## config.mk

```make
export PLATFORM = sky130hd
export DESIGN_NAME = lru_unit
export DESIGN_NICKNAME = d
export VERILOG_FILES = /design/src/hw/lru_pkg.sv /design/src/hw/lru_unit.sv
export SDC_FILE = /design/constraint.sdc
export NUM_CORES = 1
export LEC_CHECK = 0
export ABC_AREA = 1
export CORE_ASPECT_RATIO = 0.9
export CORE_MARGIN = 1.5
export CORE_UTILIZATION = 45
export CTS_CLUSTER_SIZE = 16
export DETAILED_ROUTE_END_ITERATION = 10
export DONT_BUFFER_PORTS = 1
export PLACE_DENSITY = 0.61
export REMOVE_ABC_BUFFERS = 1
export SYNTH_ARGS = -nofsm -noshare
export SYNTH_HDL_FRONTEND = slang
export SYNTH_SLANG_ARGS = --single-unit
```

## constraint.sdc

```tcl
create_clock -name clk -period 6.9 [get_ports clk]
set_clock_uncertainty 0.2 [all_clocks]
set_input_delay 0 -clock clk [delete_from_list [all_inputs] [get_ports clk]]
set_output_delay 0 -clock clk [all_outputs]
set_load 0.02 [all_outputs]
```

## src/hw/lru_pkg.sv

```systemverilog
package lru_pkg;

  // ----------------------------------------------------------------
  // Widths, timing and instruction shape
  // ----------------------------------------------------------------
  localparam int DATA_W = 8;
  localparam int CNT_W = 8;
  localparam int MC_CLKS = 12;
  localparam logic [1:0] LEN_ONE = 2'h1;
  localparam logic [1:0] LEN_TWO = 2'h2;
  localparam logic [1:0] LEN_THREE = 2'h3;
  localparam logic [1:0] CYC_ONE = 2'h1;
  localparam logic [1:0] CYC_TWO = 2'h2;
  localparam logic [7:0] ACC_RST = 8'h00;
  localparam logic CARRY_RST = 1'b0;
  localparam logic [2:0] BANK_PAD = 3'h0;
  localparam logic [1:0] PTR_PAD = 2'h0;

  // ----------------------------------------------------------------
  // Operations, operand sources and destinations
  // ----------------------------------------------------------------
  typedef enum logic [3:0] {
    OP_AND_LOGICAL, OP_OR_LOGICAL, OP_EXCLUSIVE_OR_LOGICAL,
    OP_CLEAR_ACCUMULATOR, OP_COMPLEMENT_ACCUMULATOR,
    OP_ROTATE_LEFT, OP_ROTATE_LEFT_THROUGH_CARRY,
    OP_ROTATE_RIGHT, OP_ROTATE_RIGHT_THROUGH_CARRY
  } lru_op_t;

  typedef enum logic [2:0] {
    SRC_WORKING_REGISTER, SRC_DIRECT, SRC_INDIRECT_POINTER,
    SRC_IMMEDIATE, SRC_ACCUMULATOR
  } lru_src_t;

  typedef enum logic {DST_ACCUMULATOR, DST_DIRECT} lru_dst_t;

  typedef enum logic [2:0] {S_IDLE, S_RD_PTR, S_PTR, S_RD_OPND, S_EXEC, S_WAIT} lru_fsm_t;

  typedef struct packed {
    lru_op_t op;
    lru_src_t src;
    lru_dst_t dst;
    logic [2:0] reg_idx;
    logic ptr_sel;
    logic [7:0] dir_addr;
    logic [7:0] imm;
  } lru_req_t;

  typedef struct packed {
    logic rd;
    logic wr;
    logic [7:0] addr;
    logic [7:0] wdata;
  } lru_mem_t;

  typedef struct packed {
    lru_fsm_t state;
    lru_req_t req;
    logic [CNT_W-1:0] cnt;
    logic [7:0] acc;
    logic carry;
    lru_mem_t mem;
    logic busy;
    logic done;
    logic [1:0] bytes;
    logic [1:0] cycles;
  } lru_state_t;

endpackage

```

## src/hw/lru_unit.sv

```systemverilog
`timescale 1ns/1ps
module lru_unit
#(
  parameter int MC_CLKS = lru_pkg::MC_CLKS
)
(
  input wire logic clk,
  input wire logic sys_rst,
  input wire logic start,
  input wire lru_pkg::lru_req_t req,
  input wire logic [1:0] reg_bank,
  input wire logic [7:0] mem_rdata,
  output lru_pkg::lru_mem_t mem,
  output logic [7:0] acc,
  output logic carry,
  output logic busy,
  output logic done,
  output logic [1:0] instr_bytes,
  output logic [1:0] instr_cycles
);
  import lru_pkg::*;

  // ----------------------------------------------------------------
  // Instruction shape
  // ----------------------------------------------------------------
  localparam logic [CNT_W-1:0] ONE_MC = CNT_W'(MC_CLKS);
  localparam logic [CNT_W-1:0] TWO_MC = CNT_W'(2 * MC_CLKS);

  function automatic logic [1:0] len_of(input lru_req_t r);
    logic [1:0] n;
    n = LEN_ONE;
    if (r.dst == DST_DIRECT && r.src == SRC_IMMEDIATE)
    begin
      n = LEN_THREE;
    end
    else if (r.dst == DST_DIRECT || r.src == SRC_DIRECT || r.src == SRC_IMMEDIATE)
    begin
      n = LEN_TWO;
    end
    return n;
  endfunction

  function automatic logic [1:0] cyc_of(input lru_req_t r);
    logic [1:0] n;
    n = CYC_ONE;
    if (r.dst == DST_DIRECT && r.src == SRC_IMMEDIATE)
    begin
      n = CYC_TWO;
    end
    return n;
  endfunction

  function automatic logic [CNT_W-1:0] clks_of(input logic [1:0] c);
    return (c == CYC_TWO) ? TWO_MC : ONE_MC;
  endfunction

  function automatic logic is_logic_op(input lru_op_t op);
    return op == OP_AND_LOGICAL || op == OP_OR_LOGICAL || op == OP_EXCLUSIVE_OR_LOGICAL;
  endfunction

  // ----------------------------------------------------------------
  // State
  // ----------------------------------------------------------------
  lru_state_t st;
  lru_state_t next_st;
  logic [7:0] a_val;
  logic [7:0] b_val;
  logic [7:0] res;
  logic [7:0] wreg_base;

  assign mem = st.mem;
  assign acc = st.acc;
  assign carry = st.carry;
  assign busy = st.busy;
  assign done = st.done;
  assign instr_bytes = st.bytes;
  assign instr_cycles = st.cycles;

  // Working registers sit in the bank selected by the core.
  assign wreg_base = {BANK_PAD, reg_bank, 3'h0};

  // ----------------------------------------------------------------
  // Operand selection and combine
  // ----------------------------------------------------------------
  // A direct destination combines the byte just read with the
  // accumulator or the immediate; otherwise the accumulator is the
  // first operand.
  always_comb
  begin
    if (st.req.dst == DST_DIRECT)
    begin
      a_val = mem_rdata;
      b_val = (st.req.src == SRC_IMMEDIATE) ? st.req.imm : st.acc;
    end
    else
    begin
      a_val = st.acc;
      if (st.req.src == SRC_IMMEDIATE)
      begin
        b_val = st.req.imm;
      end
      else if (st.req.src == SRC_ACCUMULATOR)
      begin
        b_val = st.acc;
      end
      else
      begin
        b_val = mem_rdata;
      end
    end
    case (st.req.op)
      OP_AND_LOGICAL: res = a_val & b_val;
      OP_OR_LOGICAL: res = a_val | b_val;
      OP_EXCLUSIVE_OR_LOGICAL: res = a_val ^ b_val;
      default: res = a_val;
    endcase
  end

  // ----------------------------------------------------------------
  // Sequencer
  // ----------------------------------------------------------------
  always_comb
  begin
    next_st = st;
    next_st.mem.rd = 1'b0;
    next_st.mem.wr = 1'b0;
    next_st.done = 1'b0;
    if (st.state != S_IDLE)
    begin
      next_st.cnt = st.cnt + CNT_W'(1);
    end
    case (st.state)
      S_IDLE:
      begin
        if (start)
        begin
          next_st.req = req;
          next_st.cnt = CNT_W'(1);
          next_st.bytes = len_of(req);
          next_st.cycles = cyc_of(req);
          if (!is_logic_op(req.op) || (req.dst == DST_ACCUMULATOR
              && (req.src == SRC_IMMEDIATE || req.src == SRC_ACCUMULATOR)))
          begin
            next_st.state = S_EXEC;
          end
          else if (req.dst == DST_DIRECT || req.src == SRC_DIRECT)
          begin
            next_st.state = S_RD_OPND;
            next_st.mem.rd = 1'b1;
            next_st.mem.addr = req.dir_addr;
          end
          else if (req.src == SRC_INDIRECT_POINTER)
          begin
            next_st.state = S_RD_PTR;
            next_st.mem.rd = 1'b1;
            next_st.mem.addr = wreg_base | {5'h00, PTR_PAD, req.ptr_sel};
          end
          else
          begin
            next_st.state = S_RD_OPND;
            next_st.mem.rd = 1'b1;
            next_st.mem.addr = wreg_base | {5'h00, req.reg_idx};
          end
        end
      end
      S_RD_PTR:
      begin
        next_st.state = S_PTR;
      end
      S_PTR:
      begin
        // The pointer byte names the internal data location to read.
        next_st.state = S_RD_OPND;
        next_st.mem.rd = 1'b1;
        next_st.mem.addr = mem_rdata;
      end
      S_RD_OPND:
      begin
        next_st.state = S_EXEC;
      end
      S_EXEC:
      begin
        next_st.state = S_WAIT;
        case (st.req.op)
          OP_CLEAR_ACCUMULATOR: next_st.acc = 8'h00;
          OP_COMPLEMENT_ACCUMULATOR: next_st.acc = ~st.acc;
          OP_ROTATE_LEFT: next_st.acc = {st.acc[6:0], st.acc[7]};
          OP_ROTATE_RIGHT: next_st.acc = {st.acc[0], st.acc[7:1]};
          OP_ROTATE_LEFT_THROUGH_CARRY:
          begin
            next_st.acc = {st.acc[6:0], st.carry};
            next_st.carry = st.acc[7];
          end
          OP_ROTATE_RIGHT_THROUGH_CARRY:
          begin
            next_st.acc = {st.carry, st.acc[7:1]};
            next_st.carry = st.acc[0];
          end
          default:
          begin
            // Logic operations never touch the carry flag.
            if (st.req.dst == DST_DIRECT)
            begin
              next_st.mem.wr = 1'b1;
              next_st.mem.addr = st.req.dir_addr;
              next_st.mem.wdata = res;
            end
            else
            begin
              next_st.acc = res;
            end
          end
        endcase
      end
      S_WAIT:
      begin
        // Holding here pads the instruction out to whole machine cycles.
        if (st.cnt >= clks_of(st.cycles) - CNT_W'(1))
        begin
          next_st.state = S_IDLE;
          next_st.done = 1'b1;
        end
      end
      default:
      begin
        next_st.state = S_IDLE;
      end
    endcase
    next_st.busy = next_st.state != S_IDLE;
  end

  always_ff @(posedge clk)
  begin
    if (sys_rst)
    begin
      st <= '0;
      st.state <= S_IDLE;
      st.acc <= ACC_RST;
      st.carry <= CARRY_RST;
    end
    else
    begin
      st <= next_st;
    end
  end
endmodule

```

Word-level counts from Yosys, hierarchy flattened --
Cells that the tools add are included.
Storage, ports and cells: bits in writable memories 0, bits in latches 0, memory bits (read-only) 0, output and inout port bits 33, word-level logic and storage cells 115, register bits 72, memories 0, input bits 41
Operators by class: $add $sub $neg 2, divide/modulo/power cells 0, magnitude comparators 1, eq/ne operators 27, shifts and indexed selects 0, bitwise operators 10, reduce and logical (&&, ||, !) cells 24, $mul 0, muxes and demuxes 32
Operators by type and width (count):
- $mux W8 | 11
- $pmux W8 S3 | 2
- $pmux W8 S6 | 1
- $mux W39 | 1
- $pmux W3 S6 | 1
- $mux W17 | 1
- $eq A4 B3 Y1 const B | 4
- $mux W16 | 1
- $eq A3 B2 Y1 const B | 5
- $eq A3 B3 Y1 const B | 4
- $eq A4 B2 Y1 const B | 3
- $mux W5 | 2
- $mux W3 | 3
- $reduce_bool A3 Y1 | 3
- $add A8 B1 Y8 const B | 1
- $and A8 B8 Y8 | 1
- $eq A4 B1 Y1 const B | 2
- $ge A8 B8 Y1 | 1
- $logic_not A4 Y1 | 2
- $mux W2 | 4
- $ne A2 B2 Y1 const B | 4
- $not A8 Y8 | 1
- $or A8 B8 Y8 | 1
- $reduce_or A8 Y1 | 1
- other kinds (21) | 36

Longest topological paths before layout --
word-level depth 9, mapped depth 16, gate-level depth less buffers 15

Worst setup path after synthesis --
No wires, ideal clock.
kind reg2reg, start register st[61] in the netlist's numbering, end register st, in the netlist mem[0], required time 6.572 ns, slack 4.667 ns, stages on the path, launching flop included 15, path buffers 2, library setup time 0.128 ns, data arrival time 1.905 ns, clock period less this slack 2.233 ns, path through dfxtp_1 -> buf_2 -> buf_2 -> inv_1 -> nand2_1 -> inv_1 -> nand2_1 -> a31oi_1 -> ha_1 -> nand3_1 -> nand2_1 -> nor2_1 -> a21oi_1 -> a21oi_1 -> nor2_1
Between the ends: longest elaborated chain between the ends 3, elaborated cells on any way between the ends 7, classes of those cells 3 x mux; 3 x bitwise; 1 x reduce/logical
RTL lines:
- start, declared | RTL line lru_unit.sv:64 | lru_state_t st;
- start signal, assigned | RTL line lru_unit.sv:243 | st <= next_st;
- $mux W8 | RTL line lru_unit.sv:90 | if (st.req.dst == DST_DIRECT)
- $xor A8 B8 Y8 (tied with other cells) | RTL line lru_unit.sv:114 | OP_EXCLUSIVE_OR_LOGICAL: res = a_val ^ b_val;
- $pmux W8 S3 | RTL line lru_unit.sv:111 | case (st.req.op)
Several ways; a longest one is shown, not always the timed one. A chain may end at the register's enable or synchronous reset.

Worst setup path in the final report --
start input port req[26] in the netlist's numbering, end register st, in the netlist busy
Between the ends: longest elaborated chain between the ends 9, elaborated cells on any way between the ends 11, classes of those cells 2 x eq/ne; 3 x mux; 6 x reduce/logical
RTL lines:
- start, declared | RTL line lru_unit.sv:10 | input wire lru_pkg::lru_req_t req,
- $eq A4 B1 Y1 / $logic_not A4 Y1 (equally long branches) | RTL line lru_unit.sv:58 | return op == OP_AND_LOGICAL || op == OP_OR_LOGICAL || op == OP_EXCLUSIVE_OR_LOGICAL;
- $logic_or A1 B1 Y1 | RTL line lru_unit.sv:58
- $logic_or A1 B1 Y1 * | RTL line lru_unit.sv:58
- $logic_not A1 Y1 * | RTL line lru_unit.sv:141 | if (!is_logic_op(req.op) || (req.dst == DST_ACCUMULATOR
- $logic_or A1 B1 Y1 * | RTL line lru_unit.sv:141
- $mux W3 * | RTL line lru_unit.sv:141
- $mux W39 * | RTL line lru_unit.sv:135 | if (start)
- $pmux W3 S6 * | RTL line lru_unit.sv:132 | case (st.state)
- $reduce_bool A3 Y1 * | RTL line lru_unit.sv:229 | next_st.busy = next_st.state != S_IDLE;
Every way passes the cells marked *; elsewhere a longest branch is shown, timed or not.

==> results.toml <==
[layout]
layout.nets = 760
diodes = 0
finish.utilization_pct = 51.5
syn2layout_area_growth_pct = 11.9
drive_above_1_share_pct = 4.83

[logic_synthesis]
synth_area_mm2 = 0.00443
synth_top_area_share_pct = 30.7
synth-seq-cells = 68
yosysSeqAreaShare_pct = 30.7
syn-mean-instance-area_um2 = 6.40
yosysWarnings = 0
yosysTopAreaCell = "dfxtp_1"
netlist_instances = 692
ys_types = 33
synth.area.top_cells = "dfxtp_1 (31%), nand2_1 (13%), inv_1 (8.3%), nand3_1 (8.3%), nor2_1 (7.1%)"

[detailed_routing]
post_drt_wl_per_cell_um = 14.4
drt_iter0_markers = 225
drt-total-wl_um = 11900
viasPerCell = 5.23
drc = 0
num_vias = 4341
dr.pass1.iters = 5
ant_nets = 0

[timing]
hold_viol = 0
relSlewSlack_pct = 39.0
fin_crit_sh_pct = 43.0
min_period_ns = 2.97
rsz0062_at_grt = "no"
worstMarginPinSlew_ns = 0.913
tns_ns = 0
slew_violations = 0
max_freq_mhz = 337
setup-violations-final = 0

[power]
vdd_ir_drop_max_mv = 0.231
powerDensity_mw_per_mm2 = 340
power.leakage_uw = 0.00227

[worst_setup_path]
cp_slowest_stage_delay_ns = 0.66
worst_path_max_delay_cell = "dlygate4sd3_1"
cp-end-kind = "flip-flop"
r2r_cells = 12
worstPathMaxFanout = 3
cp.required_ns = 6.99
worst_path_most_repeated_cell = "dlygate4sd3_1"
critPathArrivalTime_ns = 3.06
crit_type = "in2reg"
worstSetupStartpointType = "input port"
crit_chain = "dlygate4sd3_1, nor2_1, dlygate4sd3_1, nand2_1, dlygate4sd3_1, inv_1, nand3_1, dlygate4sd3_1, nand3_1, nand2_1, nand3_1"

[clock_tree]
cts_tree = "yes"
clk_pin_slew_ns = 0.08
clk_latency_ns = 0.35
clk_path_buf_depth = 2
cts-root-buf = "clkbuf_8"
postCtsSetupBuffers = 0
htree_levels = 3
clkSinkCount = 68
numCtsBuffers = 9

[floorplanning]
dieArea_mm2 = 0.0104
io_pins = 74
die_w_um = 108
std_cell_rows = 34
start_util_pct = 46.1
core_mm2 = 0.00961
die_h_um = 97.1

[placement]
gp_congestion = 0.882
numPortBuffers = 0
dp_hpwl_um = 8130

[grt]
grt_pass1_vias = 4134
grt_max_degree = 34
grt_overflow = 0
antenna_found_initial = 0
grt_first_pass_wirelength_um = 20100
groute.usage.overall_pct = 24.0

[worst_hold_path]
hold_depth = 6
hold_class = "in2reg"

[status]
outcome = "complete, no violations"

[run]
maxCapViolations = 0
-- flip-flops by register name, summed over array words and instances, names as in the netlist --
name and count:
acc 8, carry 1, instr_cycles 2, instr_bytes 2, busy 1, mem 18, st 35, done 1
-- Yosys cell counts --
cell type,instances
o21a_1,1
nand3_4,1
nand2_1,157
nand2_2,1
buf_4,31
o21bai_1,1
buf_1,1
buf_6,1
nor3_1,2
clkbuf_1,8
ha_1,20
a31oi_1,8
dfxtp_1,68
o211ai_1,1
a21oi_1,40
nor2_1,84
buf_2,10
xnor2_1,1
nor2_8,1
nand2_4,3
nor2_2,5
inv_2,3
nand3b_4,1
nand3_1,73
nor4_1,1
nor2_4,1
xor2_1,2
o21ai_0,46
a211oi_1,3
clkbuf_2,1
inv_1,98
nand2_8,1
nand4_1,17
-- final cells by class --
class / count / area, um2
inverter: 101 / 379
multi-input combinational: 471 / 2350
tap: 126 / 158
clock buffer: 9 / 124
clock inverter: 7 / 98.8
fill: 990 / 4660
sequential: 68 / 1360
timing repair buffer: 48 / 478
-- kinds of logic after synthesis --
family | after synthesis | share of synthesized area, %
AND/OR/NAND/NOR | 348 | 35.1
buffers and inverters | 153 | 16.1
AO/OA/AOI/OAI | 100 | 11.9
flip-flops | 68 | 30.7
adder cells (fa/ha/maj) | 20 | 5.65
XOR/XNOR | 3 | 0.593
-- worst max-delay path, delay by kind of cell --
kind	cells	cell delay, ns
buffers and inverters	5	2.50
and+or+nand+nor	6	0.56
-- cells in the final DEF, fill, tap and decap left out, drive strengths merged, types with 17 or more instances in the layout --
cell           n
dlygate4sd3   47
inv          103
nor2          91
ha            20
nand4         17
nand2        162
o21ai         46
nand3         74
dfxtp         68
a21oi         40
-- final timing paths --
path / start / slack (ns) / end
max: req[26] / 3.93 / busy
min: mem_rdata[6] / 0.007 / mem[6]
max reg2reg: st[61] / 3.97 / mem[7]
min reg2reg: st[62] / 0.29 / st[62]
-- report_power, final --
group | internal (uW) | switching (uW) | total [uW]
clock network | 206 | 172 | 378
registers | 486 | 144 | 630
logic | 219 | 458 | 677
-- per-layer routing --
| metal | part of all wire (%) | track usage, % | up-vias |
|---|---|---|---|
| li1 | - | - | 2199 |
| met1 | 45 | 31.6 | 1953 |
| met2 | 45 | 37.1 | 163 |
| met3 | 8.4 | 6.71 | 26 |
| met4 | 2.2 | 9.31 | 0 |
| met5 | 0 | 0 | - |
-- stage by stage --
step / setup slack [ns] / hold slack, ns / power [uW] / std cells / instance area, um2
detailed placement: 4.08 / -0.124 / 1280 / 767 / 4260
finish: 3.93 / 0.00661 / 1680 / 830 / 4950
CTS: 4.04 / 0.000541 / 1690 / 830 / 4950
global route: 3.73 / 0.0803 / 1830 / 830 / 4950
floorplan: 4.50 / -0.131 / 1110 / 640 / 4100
global placement: 4.19 / -0.126 / 1270 / 767 / 4260
-- timing repair --
item,CTS,global route
hold buffers,47,0
endpoints found under the hold margin,65,0
gates resized for setup,0,0
Note: power is estimated with default switching activity, not from simulation.
